**src/verilog/ssc_map.svh**
```systemverilog
`ifndef SSC_MAP_SVH
`define SSC_MAP_SVH

// Conversion timing: one channel measurement time and default autonomous period
`define SSC_CHAN_TIME_US   60000
`define SSC_CLK_MHZ        20
`define SSC_CHAN_CYCLES    (`SSC_CHAN_TIME_US * `SSC_CLK_MHZ)
`define SSC_PERIOD_US      250000
`define SSC_PERIOD_CYCLES  (`SSC_PERIOD_US * `SSC_CLK_MHZ)
`define SSC_RESULT_W       11
`define SSC_RESULT_RESET   11'h000
`define SSC_CNT_W          32

`endif

```
**src/verilog/ssc_pkg.sv**
```systemverilog
package ssc_pkg;
  typedef enum logic [3:0] {
    SSC_IDLE   = 4'b0001,
    SSC_LOCAL  = 4'b0010,
    SSC_REMOTE = 4'b0100,
    SSC_WAIT   = 4'b1000
  } ssc_state_t;
endpackage : ssc_pkg

```
**src/verilog/ssc_standby_ctrl.sv**
```systemverilog
`timescale 1ns/10ps
`include "ssc_map.svh"

module ssc_standby_ctrl #(
  parameter int unsigned CHAN_CYCLES   = `SSC_CHAN_CYCLES,
  parameter int unsigned PERIOD_CYCLES = `SSC_PERIOD_CYCLES
) (
  input  wire logic                       clk,
  input  wire logic                       srst,
  input  wire logic                       standby_pin_n,
  input  wire logic                       halt_bit,
  input  wire logic                       one_shot,
  input  wire logic [`SSC_RESULT_W-1:0]   adc_data,
  output logic                            adc_enable,
  output logic                            busy,
  output logic                            hw_standby,
  output logic                            sw_standby,
  output logic                            timeout_enable,
  output logic [`SSC_RESULT_W-1:0]        local_result,
  output logic [`SSC_RESULT_W-1:0]        remote_result,
  output logic                            seq_done
);
  // Refused at elaboration: a zero channel time or a period shorter than one sequence
  if (CHAN_CYCLES < 1 || PERIOD_CYCLES < 2 * CHAN_CYCLES) begin : g_bad_timing
    $error("ssc_standby_ctrl: period must cover two channel times");
  end

  ssc_pkg::ssc_state_t state_reg;
  ssc_pkg::ssc_state_t state_next;
  logic [`SSC_CNT_W-1:0] chan_cnt_reg;
  logic [`SSC_CNT_W-1:0] period_cnt_reg;
  logic                  pin_level;
  logic                  shot_pend_reg;

  ssc_sync u_sync (
    .clk       (clk),
    .srst      (srst),
    .pin_in    (standby_pin_n),
    .level_out (pin_level)
  );

  function automatic logic is_conv(input ssc_pkg::ssc_state_t s);
    return (s == ssc_pkg::SSC_LOCAL) || (s == ssc_pkg::SSC_REMOTE);
  endfunction : is_conv

  wire hw_standby_pin_n     = ~pin_level;
  wire sw_standby_pin_n     = halt_bit & ~hw_standby_pin_n;
  wire any_standby_pin_n    = hw_standby_pin_n | halt_bit;
  wire chan_done   = (chan_cnt_reg == CHAN_CYCLES[`SSC_CNT_W-1:0] - 1'b1);
  wire period_done = (period_cnt_reg >= PERIOD_CYCLES[`SSC_CNT_W-1:0] - 1'b1);
  // A pin-held standby drops every software request, shot or autonomous
  wire shot_take   = (one_shot | shot_pend_reg) & halt_bit & ~hw_standby_pin_n;
  wire auto_take   = ~any_standby_pin_n & period_done;
  wire converting  = is_conv(state_reg);
  wire conv_next   = is_conv(state_next);
  wire seq_start   = (state_next == ssc_pkg::SSC_LOCAL) && (state_reg != ssc_pkg::SSC_LOCAL);
  // A pin standby seen in the last remote cycle is still an abort, so nothing is stored
  wire remote_end  = (state_reg == ssc_pkg::SSC_REMOTE) && chan_done && !hw_standby_pin_n
                     && (!halt_bit || shot_pend_reg);

  always_comb begin
    state_next = state_reg;
    case (state_reg)
      ssc_pkg::SSC_IDLE: begin
        if (shot_take || auto_take) begin
          state_next = ssc_pkg::SSC_LOCAL;
        end
      end
      ssc_pkg::SSC_LOCAL: begin
        if (hw_standby_pin_n || (halt_bit && !shot_pend_reg)) begin
          state_next = ssc_pkg::SSC_IDLE;
        end else if (chan_done) begin
          state_next = ssc_pkg::SSC_REMOTE;
        end
      end
      ssc_pkg::SSC_REMOTE: begin
        if (hw_standby_pin_n || (halt_bit && !shot_pend_reg)) begin
          state_next = ssc_pkg::SSC_IDLE;
        end else if (chan_done) begin
          state_next = halt_bit ? ssc_pkg::SSC_IDLE : ssc_pkg::SSC_WAIT;
        end
      end
      ssc_pkg::SSC_WAIT: begin
        if (any_standby_pin_n) begin
          state_next = ssc_pkg::SSC_IDLE;
        end else if (period_done) begin
          state_next = ssc_pkg::SSC_LOCAL;
        end
      end
      default: state_next = ssc_pkg::SSC_IDLE;
    endcase
  end

  always_ff @(posedge clk) begin
    if (srst) begin
      state_reg <= ssc_pkg::SSC_IDLE;
    end else begin
      state_reg <= state_next;
    end
  end

  // Shot pending marks a sequence started by single-shot, so the halt bit does not abort it
  always_ff @(posedge clk) begin
    if (srst) begin
      shot_pend_reg <= 1'b0;
    end else if (hw_standby_pin_n || !halt_bit) begin
      shot_pend_reg <= 1'b0;
    end else if (one_shot && !converting) begin
      shot_pend_reg <= 1'b1;
    end else if (state_reg == ssc_pkg::SSC_REMOTE && chan_done) begin
      shot_pend_reg <= 1'b0;
    end
  end

  always_ff @(posedge clk) begin
    if (srst || state_next != state_reg) begin
      chan_cnt_reg <= '0;
    end else if (converting) begin
      chan_cnt_reg <= chan_cnt_reg + 1'b1;
    end
  end

  // Period counter runs from the start of each autonomous sequence
  always_ff @(posedge clk) begin
    if (srst || any_standby_pin_n || seq_start) begin
      period_cnt_reg <= '0;
    end else if (!period_done) begin
      period_cnt_reg <= period_cnt_reg + 1'b1;
    end
  end

  // Results load only on a channel's natural end; an abort never writes them
  always_ff @(posedge clk) begin
    if (srst) begin
      local_result  <= `SSC_RESULT_RESET;
      remote_result <= `SSC_RESULT_RESET;
    end else if (state_reg == ssc_pkg::SSC_LOCAL && state_next == ssc_pkg::SSC_REMOTE) begin
      local_result  <= adc_data;
    end else if (remote_end) begin
      remote_result <= adc_data;
    end
  end

  always_ff @(posedge clk) begin
    if (srst) begin
      seq_done <= 1'b0;
    end else begin
      seq_done <= remote_end;
    end
  end

  always_ff @(posedge clk) begin
    if (srst) begin
      adc_enable     <= 1'b0;
      busy           <= 1'b0;
      hw_standby     <= 1'b0;
      sw_standby     <= 1'b0;
      timeout_enable <= 1'b1;
    end else begin
      adc_enable     <= conv_next;
      busy           <= conv_next;
      hw_standby     <= hw_standby_pin_n;
      sw_standby     <= sw_standby_pin_n;
      timeout_enable <= ~any_standby_pin_n;
    end
  end
endmodule : ssc_standby_ctrl

```
**src/verilog/ssc_sync.sv**
```systemverilog
`timescale 1ns/10ps
// Three-stage synchroniser; the level changes once stages two and three agree
module ssc_sync (
  input  wire logic clk,
  input  wire logic srst,
  input  wire logic pin_in,
  output logic      level_out
);
  logic [2:0] stage_reg;

  always_ff @(posedge clk) begin
    if (srst) begin
      stage_reg <= 3'h7;
    end else begin
      stage_reg <= {stage_reg[1:0], pin_in};
    end
  end

  always_ff @(posedge clk) begin
    if (srst) begin
      level_out <= 1'b1;
    end else if (stage_reg[1] == stage_reg[2]) begin
      level_out <= stage_reg[2];
    end
  end
endmodule : ssc_sync
```
**config.mk**
```make
export PLATFORM = sky130hd
export DESIGN_NAME = ssc_standby_ctrl
export DESIGN_NICKNAME = d
export VERILOG_FILES = /design/src/verilog/ssc_pkg.sv /design/src/verilog/ssc_standby_ctrl.sv /design/src/verilog/ssc_sync.sv
export VERILOG_INCLUDE_DIRS = /design/src /design/src/verilog
export SDC_FILE = /design/constraint.sdc
export NUM_CORES = 1
export LEC_CHECK = 0
export BUFFER_PORTS_ARGS = -buffer_cell sky130_fd_sc_hd__buf_2
export CORE_MARGIN = 2
export CORE_UTILIZATION = 59
export DETAILED_ROUTE_END_ITERATION = 10
export PLACE_DENSITY_LB_ADDON = 0.1
export SYNTH_ARGS = -nofsm -noshare
export SYNTH_HDL_FRONTEND = slang
export SYNTH_SLANG_ARGS = --single-unit
export TNS_END_PERCENT = 20
```
**constraint.sdc**
```tcl
create_clock -name clk -period 2.6 [get_ports clk]
set_input_delay 0.26 -clock clk [delete_from_list [all_inputs] [get_ports clk]]
set_output_delay 0.26 -clock clk [all_outputs]
set_load 0.02 [all_outputs]
```
==> results of run 1 <==
-- cell type report --
type	count	area [um^2]	area share
repair buffers	62	382.9	0.07258
clock buffers	10	137.6	0.02609
inverters	19	71.32	0.01352
multi-input cells	375	2479	0.4699
well taps	102	127.6	0.02419
flip-flops and latches	100	2002	0.3795
clock inverters	6	75.07	0.01423
-- critical path, delay by kind of cell, from the launching register on --
| family | cells | cell delay (ns) |
|---|---|---|
| AND/OR/NAND/NOR | 5 | 1.26 |
| buffers and inverters | 1 | 0.44 |
| flip-flops | 1 | 0.39 |
| AO/OA/AOI/OAI | 1 | 0.17 |
-- worst max path at each step --
stage | from | to | slack, ns | cells after the start
floorplan | period_cnt_reg[27] | chan_cnt_reg[0] | 0.51 | 7
global placement | chan_cnt_reg[12] | chan_cnt_reg[17] | 0.29 | 7
detailed placement | chan_cnt_reg[12] | chan_cnt_reg[17] | 0.24 | 7
CTS | period_cnt_reg[27] | chan_cnt_reg[7] | 0.22 | 7
global route | period_cnt_reg[27] | chan_cnt_reg[17] | 0.08 | 7
finish | chan_cnt_reg[12] | chan_cnt_reg[17] | 0.20 | 7
-- cells by family after synthesis --
logic type	count (synthesis)	synth area share
simple gates	265	0.3271
buf+inv	53	0.05177
compound gates	43	0.06716
xor+xnor	53	0.09849
fa+ha+maj	2	0.005308
mux	12	0.02549
flops	100	0.4247
-- where the power goes --
| group | switching (mW) | internal, mW |
|---|---|---|
| Sequential | 0.00413 | 1.54 |
| Combinational | 0.103 | 0.0501 |
| Clock | 0.564 | 0.489 |
-- layout by cell type (no fill, tap or decap), drive strengths merged, types with 12 or more instances in the layout --
| cell | n |
|---|---|
| nand2 | 35 |
| nand3 | 31 |
| nand4 | 15 |
| inv | 23 |
| a21oi | 15 |
| nor2 | 66 |
| xnor2 | 48 |
| dfxtp | 100 |
| nor3 | 55 |
| nor4 | 21 |
| buf | 62 |
| mux2i | 12 |
-- metal layers --
metal	routed length, um	up-vias	share of wire	GRT usage
met5	0	-	0	0
li1	-	1919	-	-
met1	4405	1787	0.46	0.2759
met3	291	4	0.031	0.05077
met4	45	0	0.0047	0.05025
met2	4774	48	0.50	0.4017
-- stage by stage --
step           worst slack (ns)    util  cells
5_1_grt                 0.07619  0.6826    674
3_3_place_gp             0.2885  0.6551    658
2_1_floorplan            0.5098       -    528
4_1_cts                  0.2174  0.6826    674
6_report                 0.1970  0.6826    674
3_5_place_dp             0.2355  0.6551    658
==> key figures, run 1 <==
Worst setup path
  • Worst r2r src: chan_cnt_reg[12]
  • Cell type of the slowest stage on the worst timing path: buf_4
  • Reg2Reg Setup Slack: 0.20 ns
  • Critical path launch point type: flip-flop
  • RR Endpoint: chan_cnt_reg[17]
  • Arrival time at the worst endpoint: 2.64 ns
  • Capturing element type of the critical path: flip-flop
  • Slowest Stage Delay on Critical Path: 0.44 ns
  • Worst Reg2Reg Path Length in Cells: 7
  • Required time of the worst setup path: 2.84 ns
  • Highest net fanout along the worst path: 32
  • Cell chain of the critical path: nor4b_1, nand4_1, nor4_4, o41ai_1, nand4b_4, buf_4, nor3_1
  • Setup CP Type: reg -> reg

GRT
  • Remaining global-route overflow: 0
  • Via count of the first global-routing pass: 3502
  • First-pass GRT wire length: 15990 um
  • Antenna violations before repair: 0
  • Largest net degree at the start of global routing: 37
  • GRT Total Usage: 0.2252

Synthesis
  • Mapped Cells: 528
  • Top cells by area, synth: dfxtp_1 42%, xnor2_1 8.9%, nor3_2 6.6%
  • Synthesized cell area: 4713 um^2
  • Number of enable flip-flop cells after synthesis: 0
  • Distinct cell type count after synthesis: 55
  • Commonest cells in the synthesized netlist: 100 x dfxtp_1, 65 x nor2_1, 48 x xnor2_1
  • Post-synth net total: 546
  • Total of warnings raised by yosys: 0
  • Top cell type by total area after synthesis: dfxtp_1
  • Fraction of the yosys area taken by sequential cells: 0.4247
  • Share of synthesized registers carrying an async set or reset: 0
  • Avg Synthesized Cell Area: 8.927 um^2
  • Area share of the largest cell type after synthesis: 0.4247
  • Total of flip-flops plus latches after synthesis: 100
  • Dominant cell by count in the synthesized netlist: dfxtp_1
  • Most used DFF post-synth: dfxtp_1

Final layout
  • Layout cell share with drive strength beyond 1: 0.2168
  • Cell area after layout: 5275 um^2
  • P&R area growth vs syn: 11.92%
  • Antenna cells: 0
  • Number of fill cells in the layout: 676
  • Final nets: 585

STA
  • F_max: 0.4161 GHz
  • Slew at the pin closest to its max-slew limit: 0.6471 ns
  • # setup viols final: 0
  • Max-slew headroom: 0.5640
  • Setup total negative slack: 0 ns
  • Setup repair after global routing missed its margin: false
  • Skew final: 0.009231 ns
  • Minimum period implied by the final worst setup slack: 2.403 ns
  • Final number of max-transition violations: 0
  • Worst hold-check slack: 0.07282 ns
  • Hold violation count in the final report: 0
  • Final worst path period share: 0.9242

Clock tree
  • Level count of the clock H-tree: 3
  • CTS tree: built
  • Number of buffers added by the clock tree synthesis step: 9
  • Post-CTS setup repair buffer count: 0
  • Number of cells upsized or downsized after cts: 0
  • Hold-fix buffer count after cts: 0
  • CTS Root Cell: clkbuf_8
  • Clock Sink Count: 100
  • Insertion delay to the later sink of the worst-skew pair: 0.36 ns
  • Clock Tree Buf Depth: 2
  • Clock-pin slew of the registers on the worst-case setup and hold paths: 0.10 ns

Routing
  • Final Routed Wirelength: 9516 um
  • Number of routed nets with antenna violations: 0
  • DR DRC count: 0
  • Count of routing violations after the opening detailed-route iteration: 105
  • Via-to-Cell Ratio: 5.576
  • Drt pass-1 iters: 4
  • Routed wirelength normalized by instance count: 14.12 um
  • Via count: 3758

Worst hold path
  • Class of the worst hold path: in -> reg
  • Endpoint of the worst hold-timing path: u_sync.stage_reg[0]
  • Worst hold stages: 2
  • Hold Startpoint: standby_pin_n

Place
  • Standard cell area after detailed placement: 5062 um^2
  • HPWL after DPL: 6520 um
  • Global placement routability congestion: 0.8339
  • Number of input and output port buffers inserted: 43

Pwr
  • Standby leakage power: 1.865 nW
  • Total power draw: 2.750 mW
  • Worst IR Drop VDD: 0.0003689 V
  • Pwr/cell area: 521.3 nW/um^2

Run status
  • Result of the run: finished, final reports clean

Die
  • Area of the core region: 7727 um^2
  • Initial Util: 0.6099
  • Row Count: 32
  • Overall die area: 8720 um^2
  • Die extent in x: 93.38 um
  • Io pins: 44
  • Height of the die: 93.38 um

Job
  • Max-cap violation count: 0
Note: power is estimated with default switching activity, not from simulation.
==> inputs of run 2 (changes only) <==
--- a/config.mk
+++ b/config.mk
@@ -6,9 +6,10 @@
 export SDC_FILE = /design/constraint.sdc
 export NUM_CORES = 1
 export LEC_CHECK = 0
+export ABC_AREA = 1
 export BUFFER_PORTS_ARGS = -buffer_cell sky130_fd_sc_hd__buf_2
 export CORE_MARGIN = 2
-export CORE_UTILIZATION = 59
+export CORE_UTILIZATION = 60
 export DETAILED_ROUTE_END_ITERATION = 10
 export PLACE_DENSITY_LB_ADDON = 0.1
 export SYNTH_ARGS = -nofsm -noshare
==> run 2 against run 1 <==
Net effect: flip-flop and latch count is the same; utilization decreased by 1.2 points; critical path depth increased by 8; register-to-register slack better by 0.11 ns; non-clock buffer count shrank 16; synthesized cell count grew 29%; sequential share of layout area is 1.6 points lower; synthesized area grew 7.6%.
==> key figures, run 2 <==
STA
  • Final number of max-transition violations: 0 (unchanged)
  • Worst hold-check slack: 0.06875 ns (-0.004078 ns)
  • Max-slew headroom: 0.5706 (+0.006583)
  • Skew final: 0.01523 ns (+0.005999 ns)
  • Slew at the pin closest to its max-slew limit: 0.6382 ns (-0.008920 ns)
  • Hold violation count in the final report: 0 (unchanged)
  • Setup repair after global routing missed its margin: false
  • Minimum period implied by the final worst setup slack: 2.290 ns (-0.1131 ns)
  • Final worst path period share: 0.8808 (-0.04349)
  • Worst setup slack after layout: 0.3100 ns (+0.1131 ns)
  • # setup viols final: 0 (unchanged)
  • F_max: 0.4367 GHz (+4.9%)
  • Setup total negative slack: 0 ns (unchanged)

Worst setup path
  • Critical path depth in cells: 15 (+8)
  • Setup CP Type: reg -> reg
  • RR Endpoint: chan_cnt_reg[17]
  • Cell type of the slowest stage on the worst timing path: dfxtp_1
  • Worst r2r src: period_cnt_reg[0]
  • Highest net fanout along the worst path: 32 (unchanged)
  • Required time of the worst setup path: 2.86 ns (+0.02 ns)
  • Most frequent cell on the critical path: nand2_1
  • Worst path buffer plus inverter count: 1 (unchanged)
  • Arrival time at the worst endpoint: 2.55 ns (-0.09 ns)
  • Cell family with the largest share of critical-path delay: simple AND/OR/NAND/NOR gates
  • Critical path launch point type: flip-flop
  • Capturing element type of the critical path: flip-flop
  • Cell chain of the critical path: ha_1, nand3_1, o21ai_1, nand2_1, nand2_1, nand2_2, nand2_4, nand2_2, nand2_1, nand2_1, nand3_1, a21oi_4, nand2_4, buf_12, nor2_1
  • Worst Reg2Reg Path Length in Cells: 15 (+8)
  • Launching instance or port of the critical path: period_cnt_reg[0]
  • Reg2Reg Setup Slack: 0.31 ns (+0.11 ns)
  • Slowest Stage Delay on Critical Path: 0.40 ns (-0.04 ns)

Pwr
  • Share of power burned in combinational logic: 0.065 (+0.009)
  • Pwr/cell area: 490.0 nW/um^2 (-6.0%)
  • Net switching share of the total power: 0.2724 (+0.02821)
  • Clock share of power: 0.362 (-0.021)
  • Flop pwr share: 0.573 (+0.012)
  • Power Internal: 1.966 mW (-5.4%)
  • Worst IR Drop VDD: 0.0003037 V (-18%)
  • Standby leakage power: 2.164 nW (+16%)
  • Switch Pwr: 0.7359 mW (+9.6%)
  • Total power draw: 2.702 mW (-1.7%)

Synthesis
  • Top cell type by total area after synthesis: dfxtp_1
  • Distinct cell type count after synthesis: 45 (-18%)
  • Number of enable flip-flop cells after synthesis: 0 (unchanged)
  • Avg Synthesized Cell Area: 7.447 um^2 (-17%)
  • Share of synthesized registers carrying an async set or reset: 0 (unchanged)
  • Most used DFF post-synth: dfxtp_1
  • Synthesized cell area: 5071 um^2 (+7.6%)
  • Total of flip-flops plus latches after synthesis: 100 (unchanged)
  • Fraction of the yosys area taken by sequential cells: 0.3948 (-0.02997)
  • Commonest cells in the synthesized netlist: 126 x nor2_1, 118 x nand2_1, 100 x dfxtp_1
  • Dominant cell by count in the synthesized netlist: nor2_1
  • Post-synth net total: 699 (+28%)
  • Top cells by area, synth: dfxtp_1 39%, nor2_1 9.3%, nand2_1 8.7%
  • Mapped Cells: 681 (+29%)
  • Area share of the largest cell type after synthesis: 0.3948 (-0.02997)
  • Total of warnings raised by yosys: 0 (unchanged)

Final layout
  • Cell area after layout: 5514 um^2 (+4.5%)
  • Final core utilization: 0.6711 (-0.01156)
  • Number of fill cells in the layout: 735 (+8.7%)
  • Final nets: 740 (+26%)
  • Non-filler instance count after layout: 832 (+23%)
  • Area of combinational cells with multiple inputs: 2587 um^2 (+4.4%)
  • Top library cells by usage in the layout, fill and taps aside: 126 x nor2_1, 118 x nand2_1, 100 x dfxtp_1
  • Combined flip-flop and latch cell area: 2002 um^2 (unchanged)
  • Antenna cells: 0 (unchanged)
  • P&R area growth vs syn: 8.734%
  • Most frequent standard cell in the layout excluding fill and tap cells: nor2_1
  • Layout cell share with drive strength beyond 1: 0.1912 (-0.02559)

Clock tree
  • Insertion delay to the later sink of the worst-skew pair: 0.37 ns (about the same)
  • CTS tree: built
  • Hold-fix buffer count after cts: 0 (unchanged)
  • Clock Tree Buf Depth: 2 (unchanged)
  • Level count of the clock H-tree: 3 (unchanged)
  • Clock-pin slew of the registers on the worst-case setup and hold paths: 0.11 ns (about the same)
  • Number of cells upsized or downsized after cts: 0 (unchanged)
  • Number of buffers added by the clock tree synthesis step: 9 (unchanged)
  • Clock Sink Count: 100 (unchanged)
  • Post-CTS setup repair buffer count: 0 (unchanged)
  • CTS Root Cell: clkbuf_8

Routing
  • Via count: 4205 (+12%)
  • Count of routing violations after the opening detailed-route iteration: 138 (+31%)
  • Number of routed nets with antenna violations: 0 (unchanged)
  • Via-to-Cell Ratio: 5.054 (-9.4%)
  • Drt pass-1 iters: 5 (+1)
  • Routed wirelength normalized by instance count: 11.96 um (-15%)
  • Final Routed Wirelength: 9953 um (+4.6%)
  • DR DRC count: 0 (unchanged)

Worst hold path
  • Hold Startpoint: standby_pin_n
  • Worst hold stages: 2 (unchanged)
  • Endpoint of the worst hold-timing path: u_sync.stage_reg[0]
  • Class of the worst hold path: in -> reg

Die
  • Height of the die: 95.94 um (+2.7%)
  • Io pins: 44 (unchanged)
  • Area of the core region: 8217 um^2 (+6.3%)
  • Initial Util: 0.6172 (+0.007235)
  • Die extent in x: 95.94 um (+2.7%)
  • Row Count: 33 (+3.1%)
  • Overall die area: 9204 um^2 (+5.5%)

GRT
  • Via count of the first global-routing pass: 3861 (+10%)
  • Remaining global-route overflow: 0 (unchanged)
  • First-pass GRT wire length: 16330 um (+2.1%)
  • Antenna violations before repair: 0 (unchanged)
  • Largest net degree at the start of global routing: 33 (-11%)
  • GRT Total Usage: 0.2251 (about the same)

Place
  • HPWL after DPL: 7186 um (+10%)
  • Number of input and output port buffers inserted: 43 (unchanged)
  • Global placement routability congestion: 0.9791 (+17%)
  • # placed instances: 816 (+24%)
  • Standard cell area after detailed placement: 5323 um^2 (+5.1%)
  • Post-Place Setup Slack: 0.3260 ns (+0.09051 ns)

Job
  • Max-cap violation count: 0 (unchanged)

Run status
  • Result of the run: finished, final reports clean
==> run 2: cell types whose count changed after synthesis, sizes merged, moves of 11 or more <==
cell | before | now
xor2 | 5 | 28
nand2 | 35 | 129
clkbuf | 21 | 3
inv | 19 | 91
mux2i | 12 | 1
nor3 | 55 | 23
nor4 | 21 | 8
nor2 | 66 | 165
xnor2 | 48 | 11
o21ai | 6 | 20
nand3 | 31 | 43
==> run 2: power groups by stage <==
stage	registers (mW)	clock network (mW)	logic, mW
2_1_floorplan	1.59	0	0.151
3_3_place_gp	1.58	0	0.173
3_5_place_dp	1.58	0	0.175
4_1_cts	1.55	1.01	0.177
5_1_grt	1.55	1.07	0.191
6_report	1.55	0.977	0.176
==> run 2: final cells by class <==
cell class,count,share of cell area
well taps,105,0.02383
clock inverters,7,0.01225
clock buffers,9,0.02246
flip-flops and latches,100,0.3631
repair buffers,46,0.04538
multi-input cells,472,0.4693
inverters,93,0.06376
==> run 2: routing by layer <==
| layer | routed length [um] | part of all wire | vias to the layer above | GRT usage |
|---|---|---|---|---|
| met2 | 4821 | 0.48 | 88 | 0.3893 |
| met3 | 546 | 0.055 | 12 | 0.07126 |
| met4 | 105 | 0.011 | 0 | 0.06786 |
| met5 | 0 | 0 | - | 0 |
| li1 | - | - | 2194 | - |
| met1 | 4479 | 0.45 | 1911 | 0.2667 |
==> run 2: how the worst max path moves through the flow <==
stage                       endpoint  slack, ns
global placement    chan_cnt_reg[17]       0.44
CTS                 chan_cnt_reg[18]       0.31
global route        chan_cnt_reg[28]       0.13
finish              chan_cnt_reg[17]       0.31
floorplan            chan_cnt_reg[0]       0.69
detailed placement  chan_cnt_reg[17]       0.33
==> run 2: kinds of logic (layout without fill, tap and decap cells) <==
| logic type | Yosys count | after routing | synth area share |
|---|---|---|---|
| mux | 1 | 1 | 0.001974 |
| xor+xnor | 39 | 39 | 0.06736 |
| flops | 100 | 100 | 0.3948 |
| compound gates | 40 | 40 | 0.04417 |
| simple gates | 389 | 389 | 0.3898 |
| buf+inv | 109 | 155 | 0.09499 |
| fa+ha+maj | 3 | 3 | 0.006908 |
==> run 2: worst reg2reg max path, stage by stage (launching register included) <==
cell,delay [ns]
dfxtp_1,0.40
ha_1,0.20
nand3_1,0.13
o21ai_1,0.16
nand2_1,0.06
nand2_1,0.07
nand2_2,0.06
nand2_4,0.18
nand2_2,0.08
nand2_1,0.06
nand2_1,0.10
nand3_1,0.14
a21oi_4,0.07
nand2_4,0.06
buf_12,0.33
nor2_1,0.09
==> inputs of run 3 (changes only) <==
--- a/config.mk
+++ b/config.mk
@@ -12,6 +12,7 @@
 export CORE_UTILIZATION = 60
 export DETAILED_ROUTE_END_ITERATION = 10
 export PLACE_DENSITY_LB_ADDON = 0.1
+export REMOVE_ABC_BUFFERS = 1
 export SYNTH_ARGS = -nofsm -noshare
 export SYNTH_HDL_FRONTEND = slang
 export SYNTH_SLANG_ARGS = --single-unit
==> run 3 against run 2 <==
Net effect: utilization rose by 0.87 points; via count fell by 0.26%; die area is the same; flip-flop and latch count did not move; sequential share of layout area shrank 0.46 points; global-route usage is 0.60 points higher.
==> key figures, run 3 (synthesis gave the netlist of run 2 again) <==
Run status
  • Result of the run: finished, final reports clean

Routing
  • Drt pass-1 iters: 4 (-1)
  • DR DRC count: 0 (unchanged)
  • Routed wirelength normalized by instance count: 11.88 um (-0.68%)
  • Count of routing violations after the opening detailed-route iteration: 135 (-2.2%)
  • Via count: 4194 (-0.26%)
  • Number of routed nets with antenna violations: 0 (unchanged)
  • Via-to-Cell Ratio: 5.029 (-0.50%)
  • Final Routed Wirelength: 9909 um (-0.44%)

Clock tree
  • Clock-pin slew of the registers on the worst-case setup and hold paths: 0.10 ns (about the same)
  • Insertion delay to the later sink of the worst-skew pair: 0.37 ns (about the same)
  • CTS Root Cell: clkbuf_8
  • Clock Sink Count: 100 (unchanged)
  • Post-CTS setup repair buffer count: 0 (unchanged)
  • Number of cells upsized or downsized after cts: 0 (unchanged)
  • Hold-fix buffer count after cts: 0 (unchanged)
  • CTS tree: built
  • Clock Tree Buf Depth: 2 (unchanged)
  • Level count of the clock H-tree: 3 (unchanged)
  • Number of buffers added by the clock tree synthesis step: 9 (unchanged)

STA
  • # setup viols final: 0 (unchanged)
  • F_max: 0.4228 GHz (-3.2%)
  • Max-slew headroom: 0.5765 (+0.005871)
  • Setup repair after global routing missed its margin: false
  • Worst hold-check slack: 0.07550 ns (+0.006750 ns)
  • Setup total negative slack: 0 ns (unchanged)
  • Slew at the pin closest to its max-slew limit: 0.6295 ns (-0.008727 ns)
  • Minimum period implied by the final worst setup slack: 2.365 ns (+0.07495 ns)
  • Final worst path period share: 0.9096 (+0.02883)
  • Worst setup slack after layout: 0.2351 ns (-0.07495 ns)
  • Skew final: 0.01292 ns (-0.002307 ns)
  • Final number of max-transition violations: 0 (unchanged)
  • Hold violation count in the final report: 0 (unchanged)

Worst setup path
  • Arrival time at the worst endpoint: 2.62 ns (+0.07 ns)
  • Required time of the worst setup path: 2.85 ns (about the same)
  • Highest net fanout along the worst path: 17 (-47%)
  • Cell type of the slowest stage on the worst timing path: dfxtp_1
  • Slowest Stage Delay on Critical Path: 0.40 ns (about the same)
  • Setup CP Type: reg -> reg
  • Cell chain of the critical path: ha_1, nand3_1, o21ai_1, nand2_1, nand2_1, nand2_2, nand2_4, inv_4, nand2_1, nand3_1, nand3_1, nor2_4, nand2_4, buf_12, nor2_4
  • Critical path launch point type: flip-flop
  • Capturing element type of the critical path: flip-flop

Place
  • Number of input and output port buffers inserted: 43 (unchanged)
  • Standard cell area after detailed placement: 5350 um^2 (+0.52%)
  • HPWL after DPL: 7184 um (about the same)
  • # placed instances: 818 (+0.25%)
  • Post-Place Setup Slack: 0.3067 ns (-0.01927 ns)
  • Global placement routability congestion: 0.8866 (-9.4%)

Pwr
  • Total power draw: 2.864 mW (+6.0%)
  • Worst IR Drop VDD: 0.0002988 V (-1.6%)
  • Standby leakage power: 2.195 nW (+1.4%)
  • Pwr/cell area: 512.7 nW/um^2 (+4.6%)

Final layout
  • Layout cell share with drive strength beyond 1: 0.1934 (+0.002219)
  • Final core utilization: 0.6798 (+0.008679)
  • Cell area after layout: 5585 um^2 (+1.3%)
  • Antenna cells: 0 (unchanged)
  • Non-filler instance count after layout: 834 (+0.24%)
  • P&R area growth vs syn: 10.14%
  • Top library cells by usage in the layout, fill and taps aside: 126 x nor2_1, 118 x nand2_1, 100 x dfxtp_1
  • Most frequent standard cell in the layout excluding fill and tap cells: nor2_1
  • Final nets: 742 (+0.27%)

Die
  • Initial Util: 0.6172 (unchanged)
  • Height of the die: 95.94 um (unchanged)
  • Io pins: 44 (unchanged)
  • Overall die area: 9204 um^2 (unchanged)
  • Area of the core region: 8217 um^2 (unchanged)
  • Die extent in x: 95.94 um (unchanged)
  • Row Count: 33 (unchanged)

GRT
  • Via count of the first global-routing pass: 3843 (-0.47%)
  • First-pass GRT wire length: 17020 um (+4.2%)
  • GRT Total Usage: 0.2311 (+0.006027)
  • Largest net degree at the start of global routing: 33 (unchanged)
  • Antenna violations before repair: 0 (unchanged)
  • Remaining global-route overflow: 0 (unchanged)

Worst hold path
  • Class of the worst hold path: in -> reg

Job
  • Max-cap violation count: 0 (unchanged)
## run 3: cell types whose count changed in the layout (fill, tap and decap cells not counted)
cell | previous run | this run
inv_8 | 3 | 0
bufinv_16 | 0 | 2
clkbuf_8 | 9 | 11
buf_12 | 1 | 2
buf_4 | 2 | 3
clkinv_4 | 2 | 1
clkinvlp_4 | 1 | 2
inv_6 | 1 | 0
## run 3: area by class of cell
class	instances	area (um^2)
repair buffers	48	277.8
clock inverters	5	83.83
inverters	93	351.6
multi-input cells	472	2587
flip-flops and latches	100	2002
fillers	708	2631
well taps	105	131.4
clock buffers	11	151.4
## run 3: metal layers
metal / up-vias / track usage / wire length [um]
li1: 2200 / - / -
met1: 1903 / 0.3069 / 4765
met2: 81 / 0.3782 / 4505
met3: 10 / 0.05560 / 524
met4: 0 / 0.05952 / 113
met5: - / 0 / 0
## run 3: power breakdown
| part | total [mW] | internal [mW] | switching (mW) |
|---|---|---|---|
| registers | 1.55 | 1.54 | 0.00737 |
| clock network | 1.13 | 0.596 | 0.533 |
| logic | 0.186 | 0.0585 | 0.127 |
## run 3: path summary, 6_finish.rpt
path	from	to	slack [ns]	cells past startpoint
hold reg to reg	u_sync.stage_reg[0]	u_sync.stage_reg[1]	0.42	1
setup reg to reg	period_cnt_reg[0]	chan_cnt_reg[20]	0.24	15
hold / removal	standby_pin_n	u_sync.stage_reg[0]	0.08	2
setup / recovery	period_cnt_reg[0]	chan_cnt_reg[20]	0.24	15
## run 3: critical path, delay by kind of cell (launching register included)
family	cells	cell delay, ns
flops	1	0.40
fa+ha+maj	1	0.20
simple gates	11	1.11
buf+inv	2	0.32
compound gates	1	0.19
